### src/core/crc_fifo_pkg.sv
// constants, register map and state codes of the programmable crc fifo engine
package crc_fifo_pkg;

    // ***************************************************************
    // register map (byte addresses, one 32-bit word each)
    // ***************************************************************
    localparam int         ADDR_W        = 8;
    localparam logic [7:0] CTRL_A_OFS    = 8'h00;
    localparam logic [7:0] CTRL_B_OFS    = 8'h04;
    localparam logic [7:0] POLY_TAP_OFS  = 8'h08;
    localparam logic [7:0] DATA_LOW_OFS  = 8'h0c;
    localparam logic [7:0] DATA_HIGH_OFS = 8'h10;
    localparam logic [7:0] SHIFT_RES_OFS = 8'h14;

    // ***************************************************************
    // field positions
    // ***************************************************************
    localparam int ENABLE_BIT    = 15;
    localparam int COUNT_LSB     = 8;
    localparam int FULL_BIT      = 7;
    localparam int EMPTY_BIT     = 6;
    localparam int BUSY_BIT      = 5;
    localparam int GO_BIT        = 4;
    localparam int LSB_FIRST_BIT = 3;
    localparam int WIDTH_LSB     = 8;
    localparam int POLY_LENGTH_FIELD_LSB      = 0;
    localparam int FIELD_W       = 5;

    // ***************************************************************
    // reset values and masks
    // ***************************************************************
    localparam logic [31:0] TAPS_RST       = 32'h0000_0000;
    localparam logic [31:0] CRC_RST        = 32'h0000_0000;
    localparam logic [4:0]  FIELD_RST      = 5'h00;
    localparam logic [31:0] TAP_WR_MASK    = 32'hffff_fffe;
    localparam logic [31:0] CONST_TERM     = 32'h0000_0001;
    localparam logic [31:0] LEN_MASK_ALL   = 32'hffff_ffff;
    localparam logic [4:0]  FIELD_MAX      = 5'h1f;

    // ***************************************************************
    // fifo depth per element width
    // ***************************************************************
    localparam logic [4:0] DEPTH_NARROW     = 5'h10;
    localparam logic [4:0] DEPTH_MID        = 5'h08;
    localparam logic [4:0] DEPTH_WIDE       = 5'h04;
    localparam logic [4:0] WIDTH_NARROW_MAX = 5'h07;
    localparam logic [4:0] WIDTH_MID_MAX    = 5'h0f;
    localparam int         FIFO_SLOTS       = 16;

    // ***************************************************************
    // transfer sequencer
    // ***************************************************************
    typedef enum logic [2:0] {
        ST_IDLE  = 3'b001,
        ST_XFER  = 3'b010,
        ST_SHIFT = 3'b100
    } xfer_state_e;

endpackage

### src/core/crc_fifo_engine.sv
// programmable crc engine with width-dependent input fifo and apb register slave
// Function
// - polynomial order up to 32, five-bit length
// - set tap bit enables xor stage
// - highest term tap bit has no effect
// - direction bit: msb first or lsb first
// - direction affects input only, result normal
// - element width 1..32, field holds width-1
// - readable five-bit count of queued elements
// - depth 16, 8 or 4 by width
// - narrow widths push on low byte write
// - mid widths push on low halfword write
// - wide widths: low first, high pushes
// - writes while full are discarded
// - go and nonzero count move entries
// - full at depth, clears on decrement
// - empty flag set when count zero
// - clearing go pauses, setting resumes
// - enable low flushes fifo, count zero
// - two cycles to load, width+1 to shift
// - bits above width are ignored
// - width change while idle loses nothing
// - length is field plus one, feedback there
// - shift result register loads and reads engine
//
// Register access over APB and the register addresses were decided locally.
`timescale 1ns/1ps
`default_nettype none

module crc_fifo_engine
    import crc_fifo_pkg::*;
#(
    parameter int SLOTS = FIFO_SLOTS
) (
    input  wire logic              sys_clk,
    input  wire logic              reset,
    input  wire logic              psel,
    input  wire logic              penable,
    input  wire logic              pwrite,
    input  wire logic [ADDR_W-1:0] paddr,
    input  wire logic [31:0]       pwdata,
    input  wire logic [3:0]        pstrb,
    output logic      [31:0]       prdata,
    output logic                   pready,
    output logic                   pslverr
);

    localparam int PTR_W = $clog2(SLOTS);

    // ***************************************************************
    // helpers
    // ***************************************************************
    function automatic logic [31:0] byte_merge(input logic [31:0] old_v,
                                               input logic [31:0] new_v,
                                               input logic [3:0]  strb);
        logic [31:0] res;
        res = old_v;
        for (int i = 0; i < 4; i++) begin
            if (strb[i]) begin
                res[i*8 +: 8] = new_v[i*8 +: 8];
            end
        end
        return res;
    endfunction

    function automatic logic [4:0] depth_of(input logic [4:0] width_field);
        logic [4:0] d;
        if (width_field <= WIDTH_NARROW_MAX) begin
            d = DEPTH_NARROW;
        end else if (width_field <= WIDTH_MID_MAX) begin
            d = DEPTH_MID;
        end else begin
            d = DEPTH_WIDE;
        end
        return d;
    endfunction

    // ***************************************************************
    // state
    // ***************************************************************
    logic              module_enable_bit_q;
    logic              go_bit_q;
    logic              lsb_first_sel_q;
    logic [4:0]        elem_width_field_q;
    logic [4:0]        poly_length_field_q;
    logic [31:0]       poly_tap_regs_q;
    logic [15:0]       low_hold_q;
    logic [31:0]       fifo_mem [SLOTS];
    logic [PTR_W-1:0]  wr_ptr_q;
    logic [PTR_W-1:0]  rd_ptr_q;
    logic [4:0]        fifo_count_q;
    logic [4:0]        fifo_count_d;
    logic [31:0]       shift_buf_q;
    logic [31:0]       shift_result_regs_q;
    logic [31:0]       crc_d;
    logic [4:0]        bit_cnt_q;
    logic [4:0]        bit_cnt_d;
    xfer_state_e       state_q;
    xfer_state_e       state_d;
    logic [31:0]       prdata_q;
    logic              pready_q;
    logic              pslverr_q;

    // ***************************************************************
    // apb decode
    // ***************************************************************
    wire setup_phase  = psel & ~penable;
    wire access_phase = psel & penable & pready_q;
    wire wr_access    = access_phase & pwrite;
    wire hit_ctrl_a   = (paddr == CTRL_A_OFS);
    wire hit_ctrl_b   = (paddr == CTRL_B_OFS);
    wire hit_taps     = (paddr == POLY_TAP_OFS);
    wire hit_low      = (paddr == DATA_LOW_OFS);
    wire hit_high     = (paddr == DATA_HIGH_OFS);
    wire hit_result   = (paddr == SHIFT_RES_OFS);
    wire mapped       = hit_ctrl_a | hit_ctrl_b | hit_taps | hit_low | hit_high | hit_result;

    // ***************************************************************
    // fifo flags and push qualification
    // ***************************************************************
    wire [4:0] cur_depth       = depth_of(elem_width_field_q);
    wire       fifo_full_flag  = (fifo_count_q >= cur_depth);
    wire       fifo_empty_flag = (fifo_count_q == 5'h00);
    wire       width_narrow    = (elem_width_field_q <= WIDTH_NARROW_MAX);
    wire       width_wide      = (elem_width_field_q > WIDTH_MID_MAX);
    wire       width_mid       = ~width_narrow & ~width_wide;

    wire push_narrow = wr_access & hit_low & width_narrow & pstrb[0];
    wire push_mid    = wr_access & hit_low & width_mid & (&pstrb[1:0]);
    wire push_wide   = wr_access & hit_high & width_wide & (&pstrb[1:0]);
    wire push_req    = push_narrow | push_mid | push_wide;
    // a write into a full fifo is dropped, and so is any write while disabled
    wire push        = push_req & ~fifo_full_flag & module_enable_bit_q;
    wire [31:0] push_data = width_wide ? {pwdata[15:0], low_hold_q} : pwdata;

    // ***************************************************************
    // sequencer and shift engine datapath
    // ***************************************************************
    wire run_ok      = module_enable_bit_q & go_bit_q;
    wire start_ok    = run_ok & ~fifo_empty_flag;
    wire pop         = (state_q == ST_XFER) & start_ok;
    wire advance     = (state_q == ST_SHIFT) & run_ok;
    wire last_bit    = (bit_cnt_q == elem_width_field_q);
    wire res_wr      = wr_access & hit_result;
    // only width+1 bits are ever picked, so upper element bits never matter
    wire [4:0] bit_idx = lsb_first_sel_q ? bit_cnt_q
                                         : 5'(elem_width_field_q - bit_cnt_q);
    wire       din       = shift_buf_q[bit_idx];
    wire [31:0] len_mask = LEN_MASK_ALL >> (FIELD_MAX - poly_length_field_q);
    wire        feedback = shift_result_regs_q[poly_length_field_q];
    wire [31:0] eff_taps = poly_tap_regs_q | CONST_TERM;
    wire [31:0] shifted  = {shift_result_regs_q[30:0], din};
    // the mask drops anything at or above the top term, so its tap bit is inert
    wire [31:0] crc_step = (shifted ^ (feedback ? eff_taps : 32'h0)) & len_mask;
    wire [31:0] res_wr_val = byte_merge(shift_result_regs_q, pwdata, pstrb);
    wire [31:0] low_merge  = byte_merge({16'h0, low_hold_q}, pwdata, pstrb);

    always_comb begin
        state_d   = state_q;
        bit_cnt_d = bit_cnt_q;
        crc_d     = shift_result_regs_q;
        case (state_q)
            ST_IDLE: begin
                if (start_ok) begin
                    state_d = ST_XFER;
                end
            end
            ST_XFER: begin
                if (!module_enable_bit_q || fifo_empty_flag) begin
                    state_d = ST_IDLE;
                end else if (go_bit_q) begin
                    state_d   = ST_SHIFT;
                    bit_cnt_d = 5'h00;
                end
            end
            ST_SHIFT: begin
                if (advance) begin
                    crc_d     = crc_step;
                    bit_cnt_d = 5'(bit_cnt_q + 5'h01);
                    if (last_bit) begin
                        state_d = ST_IDLE;
                    end
                end
            end
            default: begin
                state_d = ST_IDLE;
            end
        endcase
        // a direct load of the engine also discards the element in flight
        if (res_wr) begin
            crc_d   = res_wr_val;
            state_d = ST_IDLE;
        end
    end

    // ***************************************************************
    // fifo occupancy
    // ***************************************************************
    always_comb begin
        if (!module_enable_bit_q) begin
            fifo_count_d = 5'h00;
        end else begin
            case ({push, pop})
                2'b10:   fifo_count_d = 5'(fifo_count_q + 5'h01);
                2'b01:   fifo_count_d = 5'(fifo_count_q - 5'h01);
                default: fifo_count_d = fifo_count_q;
            endcase
        end
    end

    // ***************************************************************
    // read mux
    // ***************************************************************
    wire [31:0] rd_ctrl_a = {16'h0, module_enable_bit_q, 2'b00, fifo_count_q,
                             fifo_full_flag, fifo_empty_flag, (state_q != ST_IDLE),
                             go_bit_q, lsb_first_sel_q, 3'b000};
    wire [31:0] rd_ctrl_b = {19'h0, elem_width_field_q, 3'b000, poly_length_field_q};
    // the data input registers are a write-only port into the fifo
    wire [31:0] rd_mux = hit_ctrl_a ? rd_ctrl_a :
                         hit_ctrl_b ? rd_ctrl_b :
                         hit_taps   ? poly_tap_regs_q :
                         hit_result ? shift_result_regs_q : 32'h0;
    wire [31:0] wr_ctrl_a = byte_merge(rd_ctrl_a, pwdata, pstrb);
    wire [31:0] wr_ctrl_b = byte_merge(rd_ctrl_b, pwdata, pstrb);
    wire [31:0] wr_taps   = byte_merge(poly_tap_regs_q, pwdata, pstrb) & TAP_WR_MASK;

    // ***************************************************************
    // apb slave: zero wait state access, answer in the access cycle
    // ***************************************************************
    always_ff @(posedge sys_clk) begin
        if (reset) begin
            pready_q  <= 1'b0;
            pslverr_q <= 1'b0;
            prdata_q  <= 32'h0;
        end else begin
            pready_q  <= setup_phase;
            pslverr_q <= setup_phase & ~mapped;
            prdata_q  <= (setup_phase & ~pwrite) ? rd_mux : 32'h0;
        end
    end

    // ***************************************************************
    // configuration registers
    // ***************************************************************
    always_ff @(posedge sys_clk) begin
        if (reset) begin
            module_enable_bit_q <= 1'b0;
            go_bit_q            <= 1'b0;
            lsb_first_sel_q     <= 1'b0;
            elem_width_field_q  <= FIELD_RST;
            poly_length_field_q <= FIELD_RST;
            poly_tap_regs_q     <= TAPS_RST;
        end else begin
            if (wr_access && hit_ctrl_a) begin
                module_enable_bit_q <= wr_ctrl_a[ENABLE_BIT];
                go_bit_q            <= wr_ctrl_a[GO_BIT];
                lsb_first_sel_q     <= wr_ctrl_a[LSB_FIRST_BIT];
            end
            if (wr_access && hit_ctrl_b) begin
                elem_width_field_q  <= wr_ctrl_b[WIDTH_LSB +: FIELD_W];
                poly_length_field_q <= wr_ctrl_b[POLY_LENGTH_FIELD_LSB +: FIELD_W];
            end
            if (wr_access && hit_taps) begin
                poly_tap_regs_q <= wr_taps;
            end
        end
    end

    // ***************************************************************
    // fifo storage and pointers
    // ***************************************************************
    always_ff @(posedge sys_clk) begin
        if (push) begin
            fifo_mem[wr_ptr_q] <= push_data;
        end
    end

    always_ff @(posedge sys_clk) begin
        if (reset || !module_enable_bit_q) begin
            wr_ptr_q     <= '0;
            rd_ptr_q     <= '0;
            fifo_count_q <= 5'h00;
            low_hold_q   <= 16'h0;
        end else begin
            fifo_count_q <= fifo_count_d;
            if (push) begin
                wr_ptr_q <= PTR_W'(wr_ptr_q + 1'b1);
            end
            if (pop) begin
                rd_ptr_q <= PTR_W'(rd_ptr_q + 1'b1);
            end
            if (wr_access && hit_low) begin
                low_hold_q <= low_merge[15:0];
            end
        end
    end

    // ***************************************************************
    // engine registers
    // ***************************************************************
    always_ff @(posedge sys_clk) begin
        if (reset) begin
            state_q             <= ST_IDLE;
            bit_cnt_q           <= 5'h00;
            shift_buf_q         <= 32'h0;
            shift_result_regs_q <= CRC_RST;
        end else begin
            state_q             <= state_d;
            bit_cnt_q           <= bit_cnt_d;
            shift_result_regs_q <= crc_d;
            if (pop) begin
                shift_buf_q <= fifo_mem[rd_ptr_q];
            end
        end
    end

    assign prdata  = prdata_q;
    assign pready  = pready_q;
    assign pslverr = pslverr_q;
endmodule

`default_nettype wire

### config.mk
export PLATFORM = sky130hd
export DESIGN_NAME = crc_fifo_engine
export DESIGN_NICKNAME = d
export VERILOG_FILES = /design/src/core/crc_fifo_pkg.sv /design/src/core/crc_fifo_engine.sv
export SDC_FILE = /design/constraint.sdc
export NUM_CORES = 1
export LEC_CHECK = 0
export BUFFER_PORTS_ARGS = -buffer_cell sky130_fd_sc_hd__buf_2
export CELL_PAD_IN_SITES_DETAIL_PLACEMENT = 0
export CELL_PAD_IN_SITES_GLOBAL_PLACEMENT = 1
export CORE_UTILIZATION = 48
export CTS_CLUSTER_SIZE = 14
export DETAILED_ROUTE_END_ITERATION = 10
export PLACE_DENSITY_LB_ADDON = 0.1
export RECOVER_POWER = 100
export SKIP_CTS_REPAIR_TIMING = 1
export SLEW_MARGIN = 30
export SYNTH_ARGS = -nofsm -noshare
export SYNTH_HDL_FRONTEND = slang
export SYNTH_SLANG_ARGS = --single-unit
### constraint.sdc
create_clock -name sys_clk -period 5.3 [get_ports sys_clk]
set_input_delay 0.53 -clock sys_clk [delete_from_list [all_inputs] [get_ports sys_clk]]
set_output_delay 0.53 -clock sys_clk [all_outputs]
set_load 0.01 [all_outputs]
==> flow_metrics.env <==
export IMPL_outcome="finished with violations"
export IMPL_failing_checks="max-capacitance violations, max-slew violations"
export IMPL_pwr_share_clk_pct=46.1
export IMPL_synth_top_family_by_area="multiplexers"
export IMPL_boundaryPins=83
export IMPL_netlist_top_cell_by_area="sky130_fd_sc_hd__edfxtp_1"
export IMPL_r2r_worst_path_cells=7
export IMPL_hold_path_end="pready"
export IMPL_core_region_area_mm2=0.0581
export IMPL_rows=88
export IMPL_global_route_wire_length_before_repair_um=107000
export IMPL_critical_path_reg2reg_endpoint="fifo_mem[9][30]"
export IMPL_globalRoute_totalOverflow=0
export IMPL_finish_net_count=1986
export IMPL_route_detailed_vias_per_inst=5.96
export IMPL_fillCellCount=4754
export IMPL_ys_dominant_reg_cell="sky130_fd_sc_hd__edfxtp_1"
export IMPL_critPathMaxFanout=26
export IMPL_whs_ps=207
export IMPL_p_total_mw=11.0
export IMPL_initial_core_util_pct=48.9
export IMPL_fin_tns_setup_ps=0
export IMPL_synth_simple_gate_area_share_pct=7.01
export IMPL_synth_compound_area_share_pct=5.68
export IMPL_crit_buf_inv=1
export IMPL_fp_dieW_um=245
export IMPL_clkTransAtPathRegs_ps=60
export IMPL_clock_insertion_delay_worst_skew_ps=610
export IMPL_drt_antenna_violating_nets=0
export IMPL_numClockSinks=691
export IMPL_detail_route_drc_violations=0
export IMPL_p_sw_share_pct=20.5
export IMPL_tritoncts="yes"
export IMPL_leakagePower_nw=10.1
export IMPL_p_seq_share_pct=52.5
export IMPL_max_freq_ghz=0.226
export IMPL_setup_violations_final=0
export IMPL_tritoncts_num_buffers=74
export IMPL_min_from="penable"
export IMPL_place_gp_congestion=0.872
export IMPL_share_of_cells_above_drive_strength_1_pct=18.6
export IMPL_timing_critical_path_slowest_cell_delay_ps=830
export IMPL_grt_max_degree=85
export IMPL_leading_cell_types_in_the_layout_fill_and_taps_excluded="sky130_fd_sc_hd__edfxtp_1 (512), sky130_fd_sc_hd__nand2_1 (177), sky130_fd_sc_hd__dfxtp_1 (175)"
export IMPL_pint_mw=8.78
export IMPL_layout_commonest_cell="sky130_fd_sc_hd__edfxtp_1"
export IMPL_insertedDiodeCount=0
export IMPL_synth_cell_area_mm2=0.0284
export IMPL_maxCapViolCount=5
export IMPL_xor_xnor_share_of_the_synthesized_area_pct=1.42
export IMPL_die_area_mm2=0.0602
export IMPL_ir_worst_vdd_v=0.000303
export IMPL_final_period_utilization_pct=83.6
export IMPL_h_tree_depth=3
export IMPL_synth_edff_count=512
export IMPL_final_core_util_pct=55.0
export IMPL_finalMaxSlewViolations=189
export IMPL_maxSlewHeadroom_pct=-51.7
export IMPL_timing_critical_path_to_type="register"
export IMPL_synth_ff_latch_count=691
export IMPL_final_cells=2745
export IMPL_timing_critical_path_required_ps=5530
export IMPL_crit_slowest_cell="sky130_fd_sc_hd__clkbuf_2"
export IMPL_critPathTopFamily="simple AND/OR/NAND/NOR gates"
export IMPL_preCtsSetupSlack_ps=962
export IMPL_chipHeight_um=245
export IMPL_number_of_global_route_vias_before_repair=16565
export IMPL_netSwitchingPower_mw=2.26
export IMPL_finish_instance_area_mm2=0.0320
export IMPL_synth_top_area_share_pct=54.1
export IMPL_yosys_warning_total=0
export IMPL_multiplexer_share_of_the_synthesized_area_pct=16.4
export IMPL_synthCells=1835
export IMPL_synthAdderAreaFrac_pct=0.775
export IMPL_synth_fp_nets=1901
export IMPL_transition_at_the_pin_with_the_smallest_max_transition_slack_ps=2280
export IMPL_worstHoldPathType="in2reg"
export IMPL_power_density_cell_area_mw_per_mm2=345
export IMPL_hold_violations=0
export IMPL_clockRootBuffer="sky130_fd_sc_hd__clkbuf_16"
export IMPL_postPlaceCellArea_mm2=0.0298
export IMPL_p_comb_share_pct=1.4
export IMPL_timing_worst_setup_path_type="reg2reg"
export IMPL_worstHoldPathCells=3
export IMPL_fin_worst_skew_ps=18.0
export IMPL_critPathLaunchType="register"
export IMPL_yosys_top_cells_area="sky130_fd_sc_hd__edfxtp_1 (54%), sky130_fd_sc_hd__mux4_2 (13%), sky130_fd_sc_hd__dfxtp_1 (13%)"
export IMPL_crit_chain="and4_1, and2_0, nand4_1, a2111oi_4, nand2_1, nor2_1, clkbuf_2"
export IMPL_unrepaired_setup_endpoints_after_global_routing="no"
export IMPL_ys_async_sr_fraction_pct=0
export IMPL_antenna_found_initial=1
export IMPL_synthToLayoutAreaGrowth_pct=12.5
export IMPL_avgRoutedWirePerCell_um=26.1
export IMPL_io_buffers=82
export IMPL_crit_reg2reg_launch="pready"
export IMPL_synth_distinct_cells=63
export IMPL_grt_total_usage_pct=24.4
export IMPL_wl_um=71500
export IMPL_setup_slack_ps=871
export IMPL_ys_seq_area_share_pct=66.7
export IMPL_firstDrtPassIters=4
export IMPL_violation_count_after_the_first_detailed_routing_iteration=1469
export IMPL_post_place_cells=2609
export IMPL_setup_reg_to_reg_worst_slack_ps=870
export IMPL_hpwl_um=47000
export IMPL_critical_path_arrival_ps=4660
export IMPL_finalWorstPathRequiredPeriod_ps=4430
export IMPL_via_count=16363
export IMPL_syn_avg_cell_area_um2=15.5
export IMPL_clock_tree_buffer_depth=3
==> cells in the mapped netlist, types with 4 or more instances <==
cell type and count:
sky130_fd_sc_hd__edfxtp_1 512, sky130_fd_sc_hd__dfxtp_1 179, sky130_fd_sc_hd__nand2_1 177, sky130_fd_sc_hd__mux4_2 170, sky130_fd_sc_hd__nor2_1 119, sky130_fd_sc_hd__a21oi_1 107
sky130_fd_sc_hd__clkbuf_1 88, sky130_fd_sc_hd__mux2i_1 47, sky130_fd_sc_hd__a211oi_1 32, sky130_fd_sc_hd__mux2_2 32, sky130_fd_sc_hd__nand3_1 29, sky130_fd_sc_hd__and3_1 27
sky130_fd_sc_hd__nor3_1 27, sky130_fd_sc_hd__a22oi_1 26, sky130_fd_sc_hd__inv_1 25, sky130_fd_sc_hd__xor2_1 25, sky130_fd_sc_hd__o21ai_0 24, sky130_fd_sc_hd__buf_1 21
sky130_fd_sc_hd__xnor2_1 21, sky130_fd_sc_hd__ha_1 16, sky130_fd_sc_hd__a221oi_1 8, sky130_fd_sc_hd__nand2b_1 8, sky130_fd_sc_hd__a21o_1 6, sky130_fd_sc_hd__and2_1 6
sky130_fd_sc_hd__buf_2 6, sky130_fd_sc_hd__nand4_1 6, sky130_fd_sc_hd__or3_1 6, sky130_fd_sc_hd__a22o_1 5, sky130_fd_sc_hd__a31oi_1 5, sky130_fd_sc_hd__nor3b_1 5
sky130_fd_sc_hd__o22ai_1 5, sky130_fd_sc_hd__a211o_1 4, sky130_fd_sc_hd__nand3b_1 4, sky130_fd_sc_hd__or4_1 4
==> state kept, by name, summed over array words and instances, names as in the netlist, 3 cells and up <==
name	count
fifo_mem	512
prdata	32
shift_buf_q	32
shift_result_regs_q	32
poly_tap_regs_q	31
low_hold_q	16
bit_cnt_q	5
elem_width_field_q	5
fifo_count_q	5
poly_length_field_q	5
rd_ptr_q	4
wr_ptr_q	4
state_q	3
==> power groups by stage <==
| stage | combinational (mW) | sequential (mW) | clock, mW |
|---|---|---|---|
| final | 0.155 | 5.80 | 5.08 |
| after CTS | 0.159 | 5.80 | 5.18 |
| after global routing | 0.164 | 5.80 | 5.41 |
| after floorplan | 0.0596 | 5.91 | 0 |
| after global placement | 0.154 | 5.91 | 0 |
| after detailed placement | 0.159 | 5.91 | 0 |
==> worst max-delay path by stage <==
stage	startpoint	to	slack, ps	cells past startpoint
final	pready	fifo_mem[9][30]	870	7
after global routing	reset	fifo_count_q[1]	550	5
after CTS	pready	fifo_count_q[4]	1340	13
after detailed placement	paddr[1]	fifo_count_q[4]	960	14
after global placement	paddr[1]	fifo_count_q[4]	960	15
after floorplan	paddr[1]	fifo_mem[3][0]	330	6
==> worst register-to-register path: cells and delay by family (launching register included) <==
kind,cells,cell delay (ps)
AND/OR/NAND/NOR,5,2160
buffers and inverters,1,830
AO/OA/AOI/OAI,1,710
flip-flops,1,320
==> area by class of cell <==
type,instances,area [um2],share of cell area [%]
Inverter,25,93.8,0.293
Tap cell,765,957,2.99
Clock buffer,93,1980,6.17
Clock inverter,43,407,1.27
Timing Repair Buffer,127,654,2.05
Sequential cell,691,19000,59.3
Multi-Input combinational cell,1001,8940,27.9
==> logic make-up (layout without fill, tap and decap cells) <==
family	Yosys count	after routing
xor+xnor	46	46
fa+ha+maj	17	17
compound gates	250	250
mux	250	250
simple gates	438	438
buf+inv	143	288
flops	691	691
==> per-layer routing <==
layer / GRT usage (%) / wire length (um) / vias up
met5: 0 / 0 / -
met4: 8.82 / 2270 / 0
met3: 4.06 / 3890 / 134
met2: 39.3 / 34700 / 497
met1: 33.4 / 30700 / 8426
li1: - / - / 7306
No activity file was read; power rests on OpenSTA's default activity.
